--- config.mk ---
export PLATFORM = sky130hd
export DESIGN_NAME = fpw_ctrl
export DESIGN_NICKNAME = d
export VERILOG_FILES = /design/src/rtl/fpw_pkg.sv /design/src/rtl/fpw_sync.sv /design/src/rtl/fpw_ctrl.sv
export VERILOG_INCLUDE_DIRS = /design/src /design/src/rtl
export SDC_FILE = /design/constraint.sdc
export NUM_CORES = 1
export LEC_CHECK = 0
export BUFFER_PORTS_ARGS = -buffer_cell sky130_fd_sc_hd__buf_2
export CORE_ASPECT_RATIO = 0.6
export CORE_UTILIZATION = 30
export DETAILED_ROUTE_END_ITERATION = 8
export PLACE_DENSITY = 0.43
export SYNTH_ARGS = -nofsm -noshare
export SYNTH_HDL_FRONTEND = slang
export SYNTH_HIERARCHICAL = 1
export SYNTH_SLANG_ARGS = --single-unit
--- constraint.sdc ---
create_clock -name ref_clk_i -period 3.7 [get_ports ref_clk_i]
set_clock_uncertainty 0.1 [all_clocks]
set_input_delay 0.74 -clock ref_clk_i [delete_from_list [all_inputs] [get_ports ref_clk_i]]
set_output_delay 0.74 -clock ref_clk_i [all_outputs]
set_load 0.01 [all_outputs]
--- src/rtl/fpw_defines.svh ---
// Summary of operation
// - deep power-down ignores all but wake opcode
// - wake is opcode ABh; trailing whole bytes ignored
// - wake on select release, then standby
// - wake-to-standby latency at most 30 us
// - short or unaligned wake frame is abandoned
// - pause never stalls internal program/erase
// - pause entered only while selected
// - pause starts when asserted in clock low
// - pause asserted in clock high deferred
// - pause holds while pause and select asserted
// - data output high impedance while paused
// - clock and data input ignored while paused
// - write protect still followed while paused
// - pause release in clock high deferred
// - select release during pause aborts, clears latch
// - drive on falling edge, sample on rising
`ifndef FPW_DEFINES_SVH
`define FPW_DEFINES_SVH
`define FPW_OP_WAKE        8'hAB
`define FPW_OP_SLEEP       8'hB9
`define FPW_OP_WREN        8'h06
`define FPW_OP_WRDI        8'h04
`define FPW_CLK_PERIOD_NS  100
`define FPW_WAKE_TIME_US   30
`define FPW_WAKE_CYCLES    ((`FPW_WAKE_TIME_US * 1000) / `FPW_CLK_PERIOD_NS)
`define FPW_CNT_W          9
`endif

--- src/rtl/fpw_pkg.sv ---
package fpw_pkg;
    typedef enum logic [2:0] {
        FPW_STANDBY = 3'h1,
        FPW_SLEEP   = 3'h2,
        FPW_WAKING  = 3'h4
    } fpw_pwr_t;
    typedef logic [7:0] fpw_byte_t;
endpackage

--- src/rtl/fpw_sync.sv ---
`timescale 1ns/1ps
// two-flop synchroniser per bit; first stage read only by second
module fpw_sync #(
    parameter int           W       = 5,
    parameter logic [W-1:0] RST_VAL = {W{1'b1}}
) (
    input  wire logic         ref_clk_i,
    input  wire logic         rstn_i,
    input  wire logic [W-1:0] d_i,
    output logic      [W-1:0] q_o
);
    logic [W-1:0] meta_q;
    genvar g;
    generate
        for (g = 0; g < W; g++) begin : g_bit
            // reset to the pin's idle level, so no false edge follows reset
            always_ff @(posedge ref_clk_i or negedge rstn_i) begin
                if (!rstn_i) begin
                    meta_q[g] <= RST_VAL[g];
                    q_o[g]    <= RST_VAL[g];
                end else begin
                    meta_q[g] <= d_i[g];
                    q_o[g]    <= meta_q[g];
                end
            end
        end
    endgenerate
endmodule // fpw_sync

--- src/rtl/fpw_ctrl.sv ---
`timescale 1ns/1ps
`include "fpw_defines.svh"
module fpw_ctrl
    import fpw_pkg::*;
#(
    parameter int WAKE_CYCLES = `FPW_WAKE_CYCLES
) (
    // system
    input  wire logic  ref_clk_i,
    input  wire logic  rstn_i,
    // serial pins
    input  wire logic  cs_n_i,
    input  wire logic  sck_i,
    input  wire logic  si_i,
    input  wire logic  pause_n_i,
    input  wire logic  wp_n_i,
    output logic       so_o,
    output logic       so_oe_o,
    // core side
    input  wire logic  so_data_i,
    input  wire logic  busy_i,
    output logic       standby_o,
    output logic       paused_o,
    output logic       write_enable_latch_o,
    output logic       wp_active_o,
    output logic       busy_o,
    output logic       abort_o,
    output logic       byte_valid_o,
    output logic [7:0] byte_o
);
    import fpw_pkg::*;

    logic [4:0] raw;
    logic [4:0] syn;
    logic       cs_n_s, sck_s, si_s, pause_n_s, wp_n_s;
    logic       sck_prev_q, cs_prev_q;
    logic       rise, fall, cs_rel;
    fpw_pwr_t   pwr_q;
    logic [2:0] bit_cnt_q;
    logic       first_q;
    logic [7:0] sh_q;
    logic [7:0] op_q;
    logic       wake_ok_q;
    logic [`FPW_CNT_W-1:0] wake_cnt_q;

    assign raw = {wp_n_i, pause_n_i, si_i, sck_i, cs_n_i};

    // pins cross into the reference clock domain
    // serial clock idles low, the active-low pins idle high
    fpw_sync #(.W(5), .RST_VAL(5'h1D)) u_sync (
        .ref_clk_i (ref_clk_i),
        .rstn_i    (rstn_i),
        .d_i       (raw),
        .q_o       (syn)
    );
    assign {wp_n_s, pause_n_s, si_s, sck_s, cs_n_s} = syn;

    // edge history of the synchronised clock and select
    always_ff @(posedge ref_clk_i or negedge rstn_i) begin
        if (!rstn_i) begin
            sck_prev_q <= 1'b0;
            cs_prev_q  <= 1'b1;
        end else begin
            sck_prev_q <= sck_s;
            cs_prev_q  <= cs_n_s;
        end
    end

    // edges count only when selected and not paused
    assign rise   = sck_s & ~sck_prev_q & ~cs_n_s & ~paused_o;
    assign fall   = ~sck_s & sck_prev_q & ~cs_n_s & ~paused_o;
    assign cs_rel = cs_n_s & ~cs_prev_q;

    // pause state changes only while clock is low, or clears on deselect
    always_ff @(posedge ref_clk_i or negedge rstn_i) begin
        if (!rstn_i) begin
            paused_o <= 1'b0;
        end else if (cs_n_s) begin
            paused_o <= 1'b0;
        end else if (!sck_s) begin
            paused_o <= ~pause_n_s;
        end // high phase keeps state
    end

    // input shifter samples on rising clock edge
    always_ff @(posedge ref_clk_i or negedge rstn_i) begin
        if (!rstn_i) begin
            sh_q         <= 8'h00;
            bit_cnt_q    <= 3'h0;
            first_q      <= 1'b1;
            op_q         <= 8'h00;
            byte_valid_o <= 1'b0;
            byte_o       <= 8'h00;
        end else begin
            byte_valid_o <= 1'b0;
            if (cs_n_s) begin
                bit_cnt_q <= 3'h0;
                first_q   <= 1'b1;
            end else if (rise) begin
                sh_q      <= {sh_q[6:0], si_s};
                bit_cnt_q <= bit_cnt_q + 3'h1;
                if (bit_cnt_q == 3'h7) begin
                    first_q <= 1'b0;
                    if (first_q) begin
                        op_q <= {sh_q[6:0], si_s};
                    end
                    if (pwr_q == FPW_STANDBY) begin
                        byte_valid_o <= 1'b1;
                        byte_o       <= {sh_q[6:0], si_s};
                    end
                end
            end
        end
    end

    // wake opcode seen as first byte of frame; later bits ignored
    always_ff @(posedge ref_clk_i or negedge rstn_i) begin
        if (!rstn_i) begin
            wake_ok_q <= 1'b0;
        end else if (cs_n_s) begin
            wake_ok_q <= 1'b0;
        end else if (rise && bit_cnt_q == 3'h7 && first_q) begin
            wake_ok_q <= ({sh_q[6:0], si_s} == `FPW_OP_WAKE);
        end
    end

    // power state machine
    always_ff @(posedge ref_clk_i or negedge rstn_i) begin
        if (!rstn_i) begin
            pwr_q      <= FPW_STANDBY;
            wake_cnt_q <= '0;
        end else begin
            case (pwr_q)
                FPW_STANDBY: begin
                    if (cs_rel && !first_q && bit_cnt_q == 3'h0
                        && op_q == `FPW_OP_SLEEP && !busy_i) begin
                        pwr_q <= FPW_SLEEP;
                    end
                end
                FPW_SLEEP: begin
                    // short or unaligned frame leaves it asleep
                    if (cs_rel && wake_ok_q && bit_cnt_q == 3'h0) begin
                        pwr_q      <= FPW_WAKING;
                        wake_cnt_q <= '0;
                    end
                end
                FPW_WAKING: begin
                    // fixed count, by default equal to the latency bound
                    if (wake_cnt_q >= `FPW_CNT_W'(WAKE_CYCLES - 1)) begin
                        pwr_q <= FPW_STANDBY;
                    end else begin
                        wake_cnt_q <= wake_cnt_q + 1'b1;
                    end
                end
                default: pwr_q <= FPW_STANDBY;
            endcase
        end
    end

    // write enable latch; pause abort clears it
    always_ff @(posedge ref_clk_i or negedge rstn_i) begin
        if (!rstn_i) begin
            write_enable_latch_o <= 1'b0;
            abort_o              <= 1'b0;
        end else begin
            abort_o <= 1'b0;
            if (cs_rel && paused_o) begin
                write_enable_latch_o <= 1'b0;
                abort_o              <= 1'b1;
            end else if (cs_rel && pwr_q == FPW_STANDBY && !first_q
                         && bit_cnt_q == 3'h0) begin
                if (op_q == `FPW_OP_WREN) write_enable_latch_o <= 1'b1;
                if (op_q == `FPW_OP_WRDI) write_enable_latch_o <= 1'b0;
            end
        end
    end

    // output driven on falling edge, released while paused
    always_ff @(posedge ref_clk_i or negedge rstn_i) begin
        if (!rstn_i) begin
            so_o    <= 1'b0;
            so_oe_o <= 1'b0;
        end else begin
            if (fall) begin
                so_o <= so_data_i;
            end
            // a deferred pause keeps driving until the pause really begins
            so_oe_o <= ~cs_n_s & ~paused_o & (pwr_q == FPW_STANDBY);
        end
    end

    // status flags; busy passes regardless of pause
    always_ff @(posedge ref_clk_i or negedge rstn_i) begin
        if (!rstn_i) begin
            standby_o   <= 1'b1;
            wp_active_o <= 1'b0;
            busy_o      <= 1'b0;
        end else begin
            standby_o   <= (pwr_q == FPW_STANDBY);
            wp_active_o <= ~wp_n_s;
            busy_o      <= busy_i;
        end
    end

    // latency limit in reference clocks, independent of the chosen count
    localparam int WAKE_BOUND = `FPW_WAKE_CYCLES;
endmodule // fpw_ctrl

==> flow_summary.json, run 1 <==
{
  "status": "finished, final reports clean",
  "initial_core_util_pct": 31.3,
  "viasPerCell": 4.82,
  "synthSimpleGateAreaFrac_pct": 15.6,
  "gr-usage-all-layers_pct": 13.6,
  "yosysTopAreaCellShare_pct": 49.3,
  "r2r_setup_slack_ns": 1.38,
  "die_w_um": 120,
  "seq_area_frac_synth_pct": 62.0,
  "row_count": 25,
  "clkTransAtPathRegs_ns": 0.05,
  "worstPathArrival_ns": 2.46,
  "vias": 1592,
  "grt_antenna_before_repair": 0,
  "layout.nets": 230,
  "cts_hold_buffers": 0,
  "synth_top_area_cell": "dfrtp_1",
  "post-dp-hpwl_um": 3670,
  "cts_root_buf": "clkbuf_16",
  "core_um2": 7950,
  "synth_compound_area_share_pct": 7.24,
  "wire_per_inst_um": 15.5,
  "synthMuxAreaShare_pct": 11.3,
  "synth_edf_count": 0,
  "maxCapViolCount": 0,
  "wl_um": 5100,
  "synth_xor_area_share_pct": 0,
  "clockBufferDepth": 2,
  "async_flop_share_pct": 100,
  "required_ns": 3.85,
  "synthAdderAreaFrac_pct": 2.01,
  "syn_nets": 195,
  "clkSinkCount": 61,
  "crit_path_start_kind": "flop",
  "dieArea_um2": 8670,
  "drc": 0,
  "cp_max_fo": 16,
  "final_util_pct": 38.0,
  "syn2layout_area_growth_pct": 21.2,
  "ys_ff_latch": 61,
  "max_slew_margin_pct": 33.9,
  "gp_congestion": 0.788,
  "setup_viol": 0,
  "fmax_ghz": 0.432,
  "worstSetupPathType": "flop to flop",
  "path_cells": "nor4b_4 -> nand3_4 -> or3_1 -> a21oi_1",
  "finalCriticalPeriod_ns": 2.32,
  "cp_slowest_cell": "nor4b_4",
  "cts_setup_buffers": 0,
  "cts_made_buffers": 9,
  "clock_latency_ns": 0.32,
  "yosys_warnings": 6,
  "cts.repair.resized": 0,
  "worst_pin_slew_ns": 0.988,
  "syn_inst": 182,
  "synth_area_um2": 2490,
  "grt_max_degree": 25,
  "finalCritPeriodShare_pct": 62.6,
  "grt_pass1_vias": 1693,
  "ant_nets": 0,
  "fill_cells": 769,
  "port-buffer-count": 25,
  "h-tree-depth": 3,
  "power_density_nw_per_um2": 532,
  "synth.distinct_cells": 46,
  "pin_count": 26,
  "syn_area_per_cell_um2": 13.7,
  "p_leak_uw": 0.00146,
  "drt_first_pass_iters": 4,
  "first_iter_violations": 59,
  "grt_pass1_wl_um": 8630,
  "die_h_um": 72.5,
  "cts_tree": "built",
  "ir_drop_uv": 233,
  "antenna_cells": 0,
  "synth_top_family_by_area": "simple AND/OR/NAND/NOR gates",
  "tns_ns": 0,
  "hold_viol_final": 0,
  "cp-end-kind": "flop",
  "rsz0062_at_grt": "no",
  "holdCritPathClass": "flop to flop",
  "drive_gt1_share_pct": 37.8,
  "slowest_delay_ns": 0.88,
  "synth.area.top_cells": "dfrtp_1, dfstp_2, mux2_2",
  "synth_ff_type": "dfrtp_1",
  "grt_overflow": 0,
  "finalMaxSlewViolations": 0
}
-- cell usage after synthesis, types with 4 or more instances --
master    n
dfrtp_1  49
mux2_2   25
dfstp_2  12
nand2_1   9
inv_1     7
and3_1    6
nor2_1    6
a21oi_1   5
nor3_1    5
a211o_1   4
ha_1      4
nand3_1   4
o21ai_0   4
-- where the power goes --
part,internal (uW),total [uW],switching [uW]
combinational,42.3,75.9,33.6
sequential,716,778,62.4
clock,488,751,263
total,1250,1600,359
-- cell type report --
| type | instances | area (um2) | area share, % |
|---|---|---|---|
| Sequential cell | 61 | 1540 | 51.1 |
| Multi-Input combinational cell | 111 | 900 | 29.8 |
| Inverter | 7 | 26.3 | 0.871 |
| Tap cell | 108 | 135 | 4.48 |
| Timing Repair Buffer | 27 | 140 | 4.65 |
| Clock buffer | 15 | 268 | 8.88 |
| Clock inverter | 1 | 5.00 | 0.166 |
-- flip-flops by register name, summed over array words and instances (netlist names), 3 cells and up --
name and count:
pwr_q 3, sh_q 7, u_sync/q_o 5, bit_cnt_q 3, wake_cnt_q 9, op_q 8, u_sync/meta_q 5, byte_o 8
-- logic make-up after synthesis --
group	after synthesis
muxes	25
buffers and inverters	10
and+or+nand+nor	58
DFF	61
AOI/OAI and AO/OA	24
adders and majority gates	4
-- worst paths after layout --
kind,from,endpoint,cells after the start
setup reg to reg,paused_o$_DFFE_PN0P_,wake_ok_q$_DFFE_PN0P_,4
setup / recovery,paused_o$_DFFE_PN0P_,wake_ok_q$_DFFE_PN0P_,4
hold reg to reg,u_sync/meta_q[1]$_DFF_PN0_,u_sync/q_o[1]$_DFF_PN0_,0
max in group asynchronous,rstn_i,u_sync/q_o[4]$_DFF_PN1_,2
min in group asynchronous,rstn_i,wake_cnt_q[4]$_DFFE_PN0P_,1
hold / removal,u_sync/meta_q[1]$_DFF_PN0_,u_sync/q_o[1]$_DFF_PN0_,0
-- layout by cell type, fill, tap and decap left out, drive strengths merged, types with 6 or more instances in the layout --
cell	instances
dfstp	12
nand2	9
and3	6
dfrtp	49
inv	7
nand3	6
mux2	25
clkbuf	15
buf	27
nor2	6
-- worst max-delay path: cells and delay by family (launching register included) --
kind,cells,cell delay (ns)
simple gates,3,1.55
flops,1,0.45
compound gates,1,0.12
-- stage by stage --
step	instances	worst slack, ns	power (uW)	area (um2)	hold slack, ns
floorplan	182	1.58	804	2490	0.231
global placement	314	1.48	858	2740	0.234
detailed placement	314	1.40	865	2740	0.235
CTS	330	1.34	1630	3020	0.246
global route	330	1.13	1680	3020	0.262
finish	330	1.38	1600	3020	0.245
-- layer usage --
layer	vias to the layer above	GRT usage, %	share of wire (%)
met1	805	18.0	51
met2	40	20.0	43
li1	741	-	-
met3	6	5.66	4.7
met4	0	5.00	1.2
met5	-	0	0
(Power assumes the default switching activity.)
==> run 2, diff against run 1 <==
clock period = 2.41 ns   (was 3.7 ns; I/O delays follow)
==> flow_summary.json, run 2 (same netlist as run 1, synthesis figures left out) <==
{
  "finalCritPeriodShare_pct": 91.1,
  "crit_end": "wake_cnt_q[4]$_DFFE_PN0P_",
  "cp-end-kind": "flop",
  "post-dp-hpwl_um": 3330,
  "holdCritPathClass": "primary input to async pin",
  "first_iter_violations": 63,
  "dp_slack_ns": 0.219,
  "clkTransAtPathRegs_ns": 0.05,
  "timing.final.ws_setup_ns": 0.214,
  "gp_congestion": 0.769,
  "row_count": 25,
  "ir_drop_uv": 366,
  "cts_made_buffers": 9,
  "finalCriticalPeriod_ns": 2.20,
  "crit_path_start_kind": "flop",
  "largest-register": "wake_cnt_q",
  "ant_nets": 0,
  "antenna_cells": 0,
  "fmax_ghz": 0.455,
  "cp_max_fo": 7,
  "clock_latency_ns": 0.32,
  "wl_um": 4770,
  "max_slew_margin_pct": 65.8,
  "initial_core_util_pct": 31.3,
  "tns_ns": 0,
  "worst_pin_slew_ns": 0.512,
  "cts_root_buf": "clkbuf_16",
  "layout_commonest_cell": "dfrtp_1",
  "required_ns": 2.51,
  "clkSinkCount": 61,
  "layout.nets": 233,
  "grt_overflow": 0,
  "gr-usage-all-layers_pct": 12.9,
  "die_w_um": 120,
  "drive_gt1_share_pct": 39.1,
  "status": "finished, final reports clean",
  "hold_viol_final": 0,
  "cts_hold_buffers": 0,
  "clockBufferDepth": 2,
  "largest_reg_flops": 9,
  "rsz0062_at_grt": "no",
  "h-tree-depth": 3,
  "vias": 1576,
  "cts_setup_buffers": 0,
  "layout_common_cells": "dfrtp_1, mux2_2, buf_2, dfstp_2",
  "drc": 0,
  "wire_per_inst_um": 14.3,
  "startpoint": "wake_cnt_q[0]$_DFFE_PN0P_",
  "syn2layout_area_growth_pct": 23.0,
  "core_um2": 7950,
  "reg2reg_from": "wake_cnt_q[0]$_DFFE_PN0P_",
  "reg_top3": "wake_cnt_q x9, byte_o x8, op_q x8",
  "viasPerCell": 4.73,
  "grt_pass1_wl_um": 8330,
  "dieArea_um2": 8670,
  "r2r_cells": 5,
  "r2r_end": "wake_cnt_q[4]$_DFFE_PN0P_",
  "port-buffer-count": 25,
  "cts_tree": "built",
  "worstSetupPathType": "flop to flop",
  "power_density_nw_per_um2": 807,
  "finalMaxSlewViolations": 0,
  "pin_count": 26,
  "drt_first_pass_iters": 4,
  "power.total_uw": 2470,
  "r2r_setup_slack_ns": 0.21,
  "maxCapViolCount": 0,
  "grt_antenna_before_repair": 0,
  "cts.repair.resized": 0,
  "grt_max_degree": 62,
  "die_h_um": 72.5,
  "setup_viol": 0,
  "worstPathArrival_ns": 2.30,
  "fill_cells": 787,
  "p_leak_uw": 0.00148,
  "grt_pass1_vias": 1603
}
run 2: changes by cell type in the layout (fill, tap and decap cells not counted), sizes merged:
cell,delta
buf,+3
run 2: worst min path at each step:
stage                     slack [ns]  cells after the start                         to                       start
after floorplan                 0.09                      0          abort_o$_DFF_PN0_                      rstn_i
after global placement          0.23                      0    u_sync/q_o[1]$_DFF_PN0_  u_sync/meta_q[1]$_DFF_PN0_
after detailed placement        0.23                      0    u_sync/q_o[1]$_DFF_PN0_  u_sync/meta_q[1]$_DFF_PN0_
after CTS                       0.08                      2  wake_cnt_q[1]$_DFFE_PN0P_                      rstn_i
after global routing            0.08                      2  wake_cnt_q[4]$_DFFE_PN0P_                      rstn_i
final                           0.05                      2  wake_cnt_q[4]$_DFFE_PN0P_                      rstn_i
run 2: critical path, cell delays in order (launching register included):
cell and delay [ns]:
dfrtp_1 0.42, ha_1 0.28, a2111oi_2 0.44, o211ai_2 0.12
and2_0 0.32, a221o_1 0.40
run 2: per-stage QoR:
stage | util (%) | instance area [um2] | hold WS, ns | instances
after CTS | 38.5 | 3060 | 0.0753 | 333
after global routing | 38.5 | 3060 | 0.0790 | 333
after detailed placement | 35.0 | 2780 | 0.235 | 317
final | 38.5 | 3060 | 0.0491 | 333
after floorplan | - | 2490 | 0.0864 | 182
after global placement | 35.0 | 2780 | 0.231 | 317
run 2: routing by layer:
| layer | GRT usage, % | vias up | routed length [um] |
|---|---|---|---|
| met1 | 17.4 | 786 | 2410 |
| met3 | 4.87 | 9 | 224 |
| met5 | 0 | - | 0 |
| met4 | 5.83 | 0 | 81 |
| li1 | - | 749 | - |
| met2 | 18.3 | 32 | 2060 |
run 2: where the power goes:
group | leakage, uW | switching, uW | internal, uW | total, uW
Combinational | 0.000563 | 53.9 | 68.9 | 123
Clock | 0.000140 | 404 | 777 | 1180
Sequential | 0.000780 | 66.3 | 1100 | 1170
run 2: cell type report:
cell class,count,area (um2),share of cell area (%)
sequential,61,1540,50.4
multi-input combinational,111,900,29.4
clock buffer,15,278,9.08
timing repair buffer,30,175,5.72
tap,108,135,4.42
inverter,7,26.3,0.859
clock inverter,1,5.00,0.164
==> run 3, diff against run 2 <==
ABC_AREA = 1   (was default)
BUFFER_PORTS_ARGS = -buffer_cell sky130_fd_sc_hd__buf_4   (was -buffer_cell sky130_fd_sc_hd__buf_2)
==> flow_summary.json, run 3 <==
{
  "status": "finished, final reports clean",
  "worst_pin_slew_ns": 0.769,
  "largest_reg_flops": 9,
  "layout_commonest_cell": "nand2_1",
  "cp_num_buf_inv": 0,
  "maxCapViolCount": 0,
  "worstPathArrival_ns": 1.78,
  "post-dp-hpwl_um": 3370,
  "die_h_um": 74.4,
  "clock_latency_ns": 0.33,
  "grt_antenna_before_repair": 0,
  "fmax_ghz": 0.604,
  "synth_area_um2": 2620,
  "setup_viol": 0,
  "pin_count": 26,
  "initial_core_util_pct": 32.1,
  "tns_ns": 0,
  "fill_cells": 801,
  "wire_per_inst_um": 12.0,
  "dieArea_um2": 9120,
  "power.total_uw": 2560,
  "cts_tree": "built",
  "grt_overflow": 0,
  "yosys_warnings": 6,
  "ff_latch_area_um2": 1540,
  "holdCritPathClass": "primary input to async pin",
  "clkTransAtPathRegs_ns": 0.05,
  "antenna_cells": 0,
  "wl_met2_um": 1790,
  "cp_common_cell": "nand2_1",
  "critical_path.top_delay_family": "simple AND/OR/NAND/NOR gates",
  "worstSetupPathType": "flop to flop",
  "cts_setup_buffers": 0,
  "finalNonFillerCells": 411,
  "wl_um": 4930,
  "ir_drop_uv": 348,
  "cts.repair.resized": 0,
  "reg2reg_from": "wake_cnt_q[0]$_DFFE_PN0P_",
  "syn_inst": 267,
  "timing.final.ws_setup_ns": 0.755,
  "synth.area.top_cells": "dfrtp_1, dfstp_2, nand2_1",
  "synth_ff_type": "dfrtp_1",
  "dp_slack_ns": 0.759,
  "startpoint": "wake_cnt_q[0]$_DFFE_PN0P_",
  "reg_top3": "wake_cnt_q x9, byte_o x8, op_q x8",
  "ant_nets": 0,
  "largest-register": "wake_cnt_q",
  "vias": 1745,
  "layout_common_cells": "nand2_1, dfrtp_1, inv_1, buf_4, nor2_1",
  "p_leak_uw": 0.00159,
  "h-tree-depth": 3,
  "drt_first_pass_iters": 4,
  "grt_pass1_wl_um": 8650,
  "drc": 0,
  "met1Wirelength_um": 2770,
  "power_density_nw_per_um2": 802,
  "top_layer": "met4",
  "core_um2": 8160,
  "cp_slowest_cell": "dfrtp_1",
  "r2r_setup_slack_ns": 0.75,
  "yosysTopAreaCellShare_pct": 46.8,
  "wl_met3_um": 267,
  "seq_area_frac_synth_pct": 58.9,
  "rsz0062_at_grt": "no",
  "cp-end-kind": "flop",
  "hold_viol_final": 0,
  "clkSinkCount": 61,
  "gp_congestion": 0.770,
  "cts_hold_buffers": 0,
  "clockBufferDepth": 2,
  "crit_end": "wake_cnt_q[1]$_DFFE_PN0P_",
  "syn_area_per_cell_um2": 9.80,
  "synth.distinct_cells": 34,
  "syn2layout_area_growth_pct": 22.1,
  "gr-usage-all-layers_pct": 13.4,
  "finalMaxSlewViolations": 0,
  "port-buffer-count": 25,
  "required_ns": 2.53,
  "finalCritPeriodShare_pct": 68.7,
  "ys_ff_latch": 61,
  "synth.most_common_cell": "nand2_1",
  "path_cells": "ha_1 -> o21ai_0 -> nand2_1 -> nand2_1 -> nand3_2 -> nand2_1 -> nand2_2 -> nand2_1 -> nand2_1",
  "finalCriticalPeriod_ns": 1.66,
  "max_slew_margin_pct": 48.7,
  "first_iter_violations": 78,
  "cp_max_fo": 10,
  "drive_gt1_share_pct": 26.4,
  "dp.cells": 395,
  "layout.nets": 311,
  "slowest_delay_ns": 0.41,
  "die_w_um": 123,
  "r2r_cells": 9,
  "viasPerCell": 4.25,
  "ys_top_cells_by_count": "nand2_1, dfrtp_1, inv_1",
  "cts_made_buffers": 9,
  "synth_edf_count": 0,
  "crit_path_start_kind": "flop",
  "crit_cells": 9,
  "grt_max_degree": 62,
  "row_count": 25,
  "async_flop_share_pct": 100,
  "multi_input_area_um2": 896,
  "syn_nets": 280,
  "r2r_end": "wake_cnt_q[1]$_DFFE_PN0P_",
  "cts_root_buf": "clkbuf_16",
  "synth_top_area_cell": "dfrtp_1",
  "grt_pass1_vias": 1674
}
==> run 3: layer usage <==
metal | GRT usage (%) | up-vias
met5 | 0 | -
met3 | 6.21 | 10
met4 | 7.72 | 0
met2 | 15.1 | 31
met1 | 19.9 | 793
li1 | - | 911
==> run 3: worst min path at each step <==
| stage | to | cells after the start | from |
|---|---|---|---|
| after global routing | u_sync/meta_q[0]$_DFF_PN1_ | 1 | cs_n_i |
| final | byte_valid_o$_DFF_PN0_ | 1 | rstn_i |
| after detailed placement | u_sync/q_o[1]$_DFF_PN0_ | 0 | u_sync/meta_q[1]$_DFF_PN0_ |
| after floorplan | abort_o$_DFF_PN0_ | 0 | rstn_i |
| after CTS | u_sync/meta_q[0]$_DFF_PN1_ | 1 | cs_n_i |
| after global placement | u_sync/q_o[1]$_DFF_PN0_ | 0 | u_sync/meta_q[1]$_DFF_PN0_ |
==> run 3: cells by family (layout without fill, tap and decap cells) <==
kind of cell	Yosys count	count (layout)	synth area share (%)
muxes	1	1	0.430
DFF	61	61	58.9
and+or+nand+nor	127	127	23.0
AOI/OAI and AO/OA	35	35	8.22
xor gates and xnor gates	2	2	0.669
adders and majority gates	4	4	1.91
buffers and inverters	37	73	6.88
==> run 3: power by group <==
part,leakage [uW],switching [uW],internal (uW)
clock network,0.000158,439,877
registers,0.000789,26.4,1080
logic,0.000644,97.0,43.8
total,0.00159,563,2000
==> run 3: through the flow <==
stage | hold WS (ns) | cell area [um2] | utilization (%)
floorplan | 0.0864 | 2620 | -
global placement | 0.234 | 2890 | 35.3
detailed placement | 0.238 | 2890 | 35.3
CTS | 0.137 | 3200 | 39.2
global route | 0.139 | 3200 | 39.2
finish | 0.126 | 3200 | 39.2
==> run 3: worst reg2reg max path: cells and delay by family (launching register included) <==
family	cells	cell delay, ns
AND/OR/NAND/NOR	7	0.66
AO/OA/AOI/OAI	1	0.15
adder cells (fa/ha/maj)	1	0.23
flip-flops	1	0.41
==> run 3: final cells by class <==
cell class | count | area share (%)
clock buffers | 12 | 8.34
clock inverters | 4 | 1.41
inverters | 32 | 3.91
multi-input cells | 169 | 28.0
flip-flops and latches | 61 | 48.2
well taps | 108 | 4.23
repair buffers | 25 | 5.87
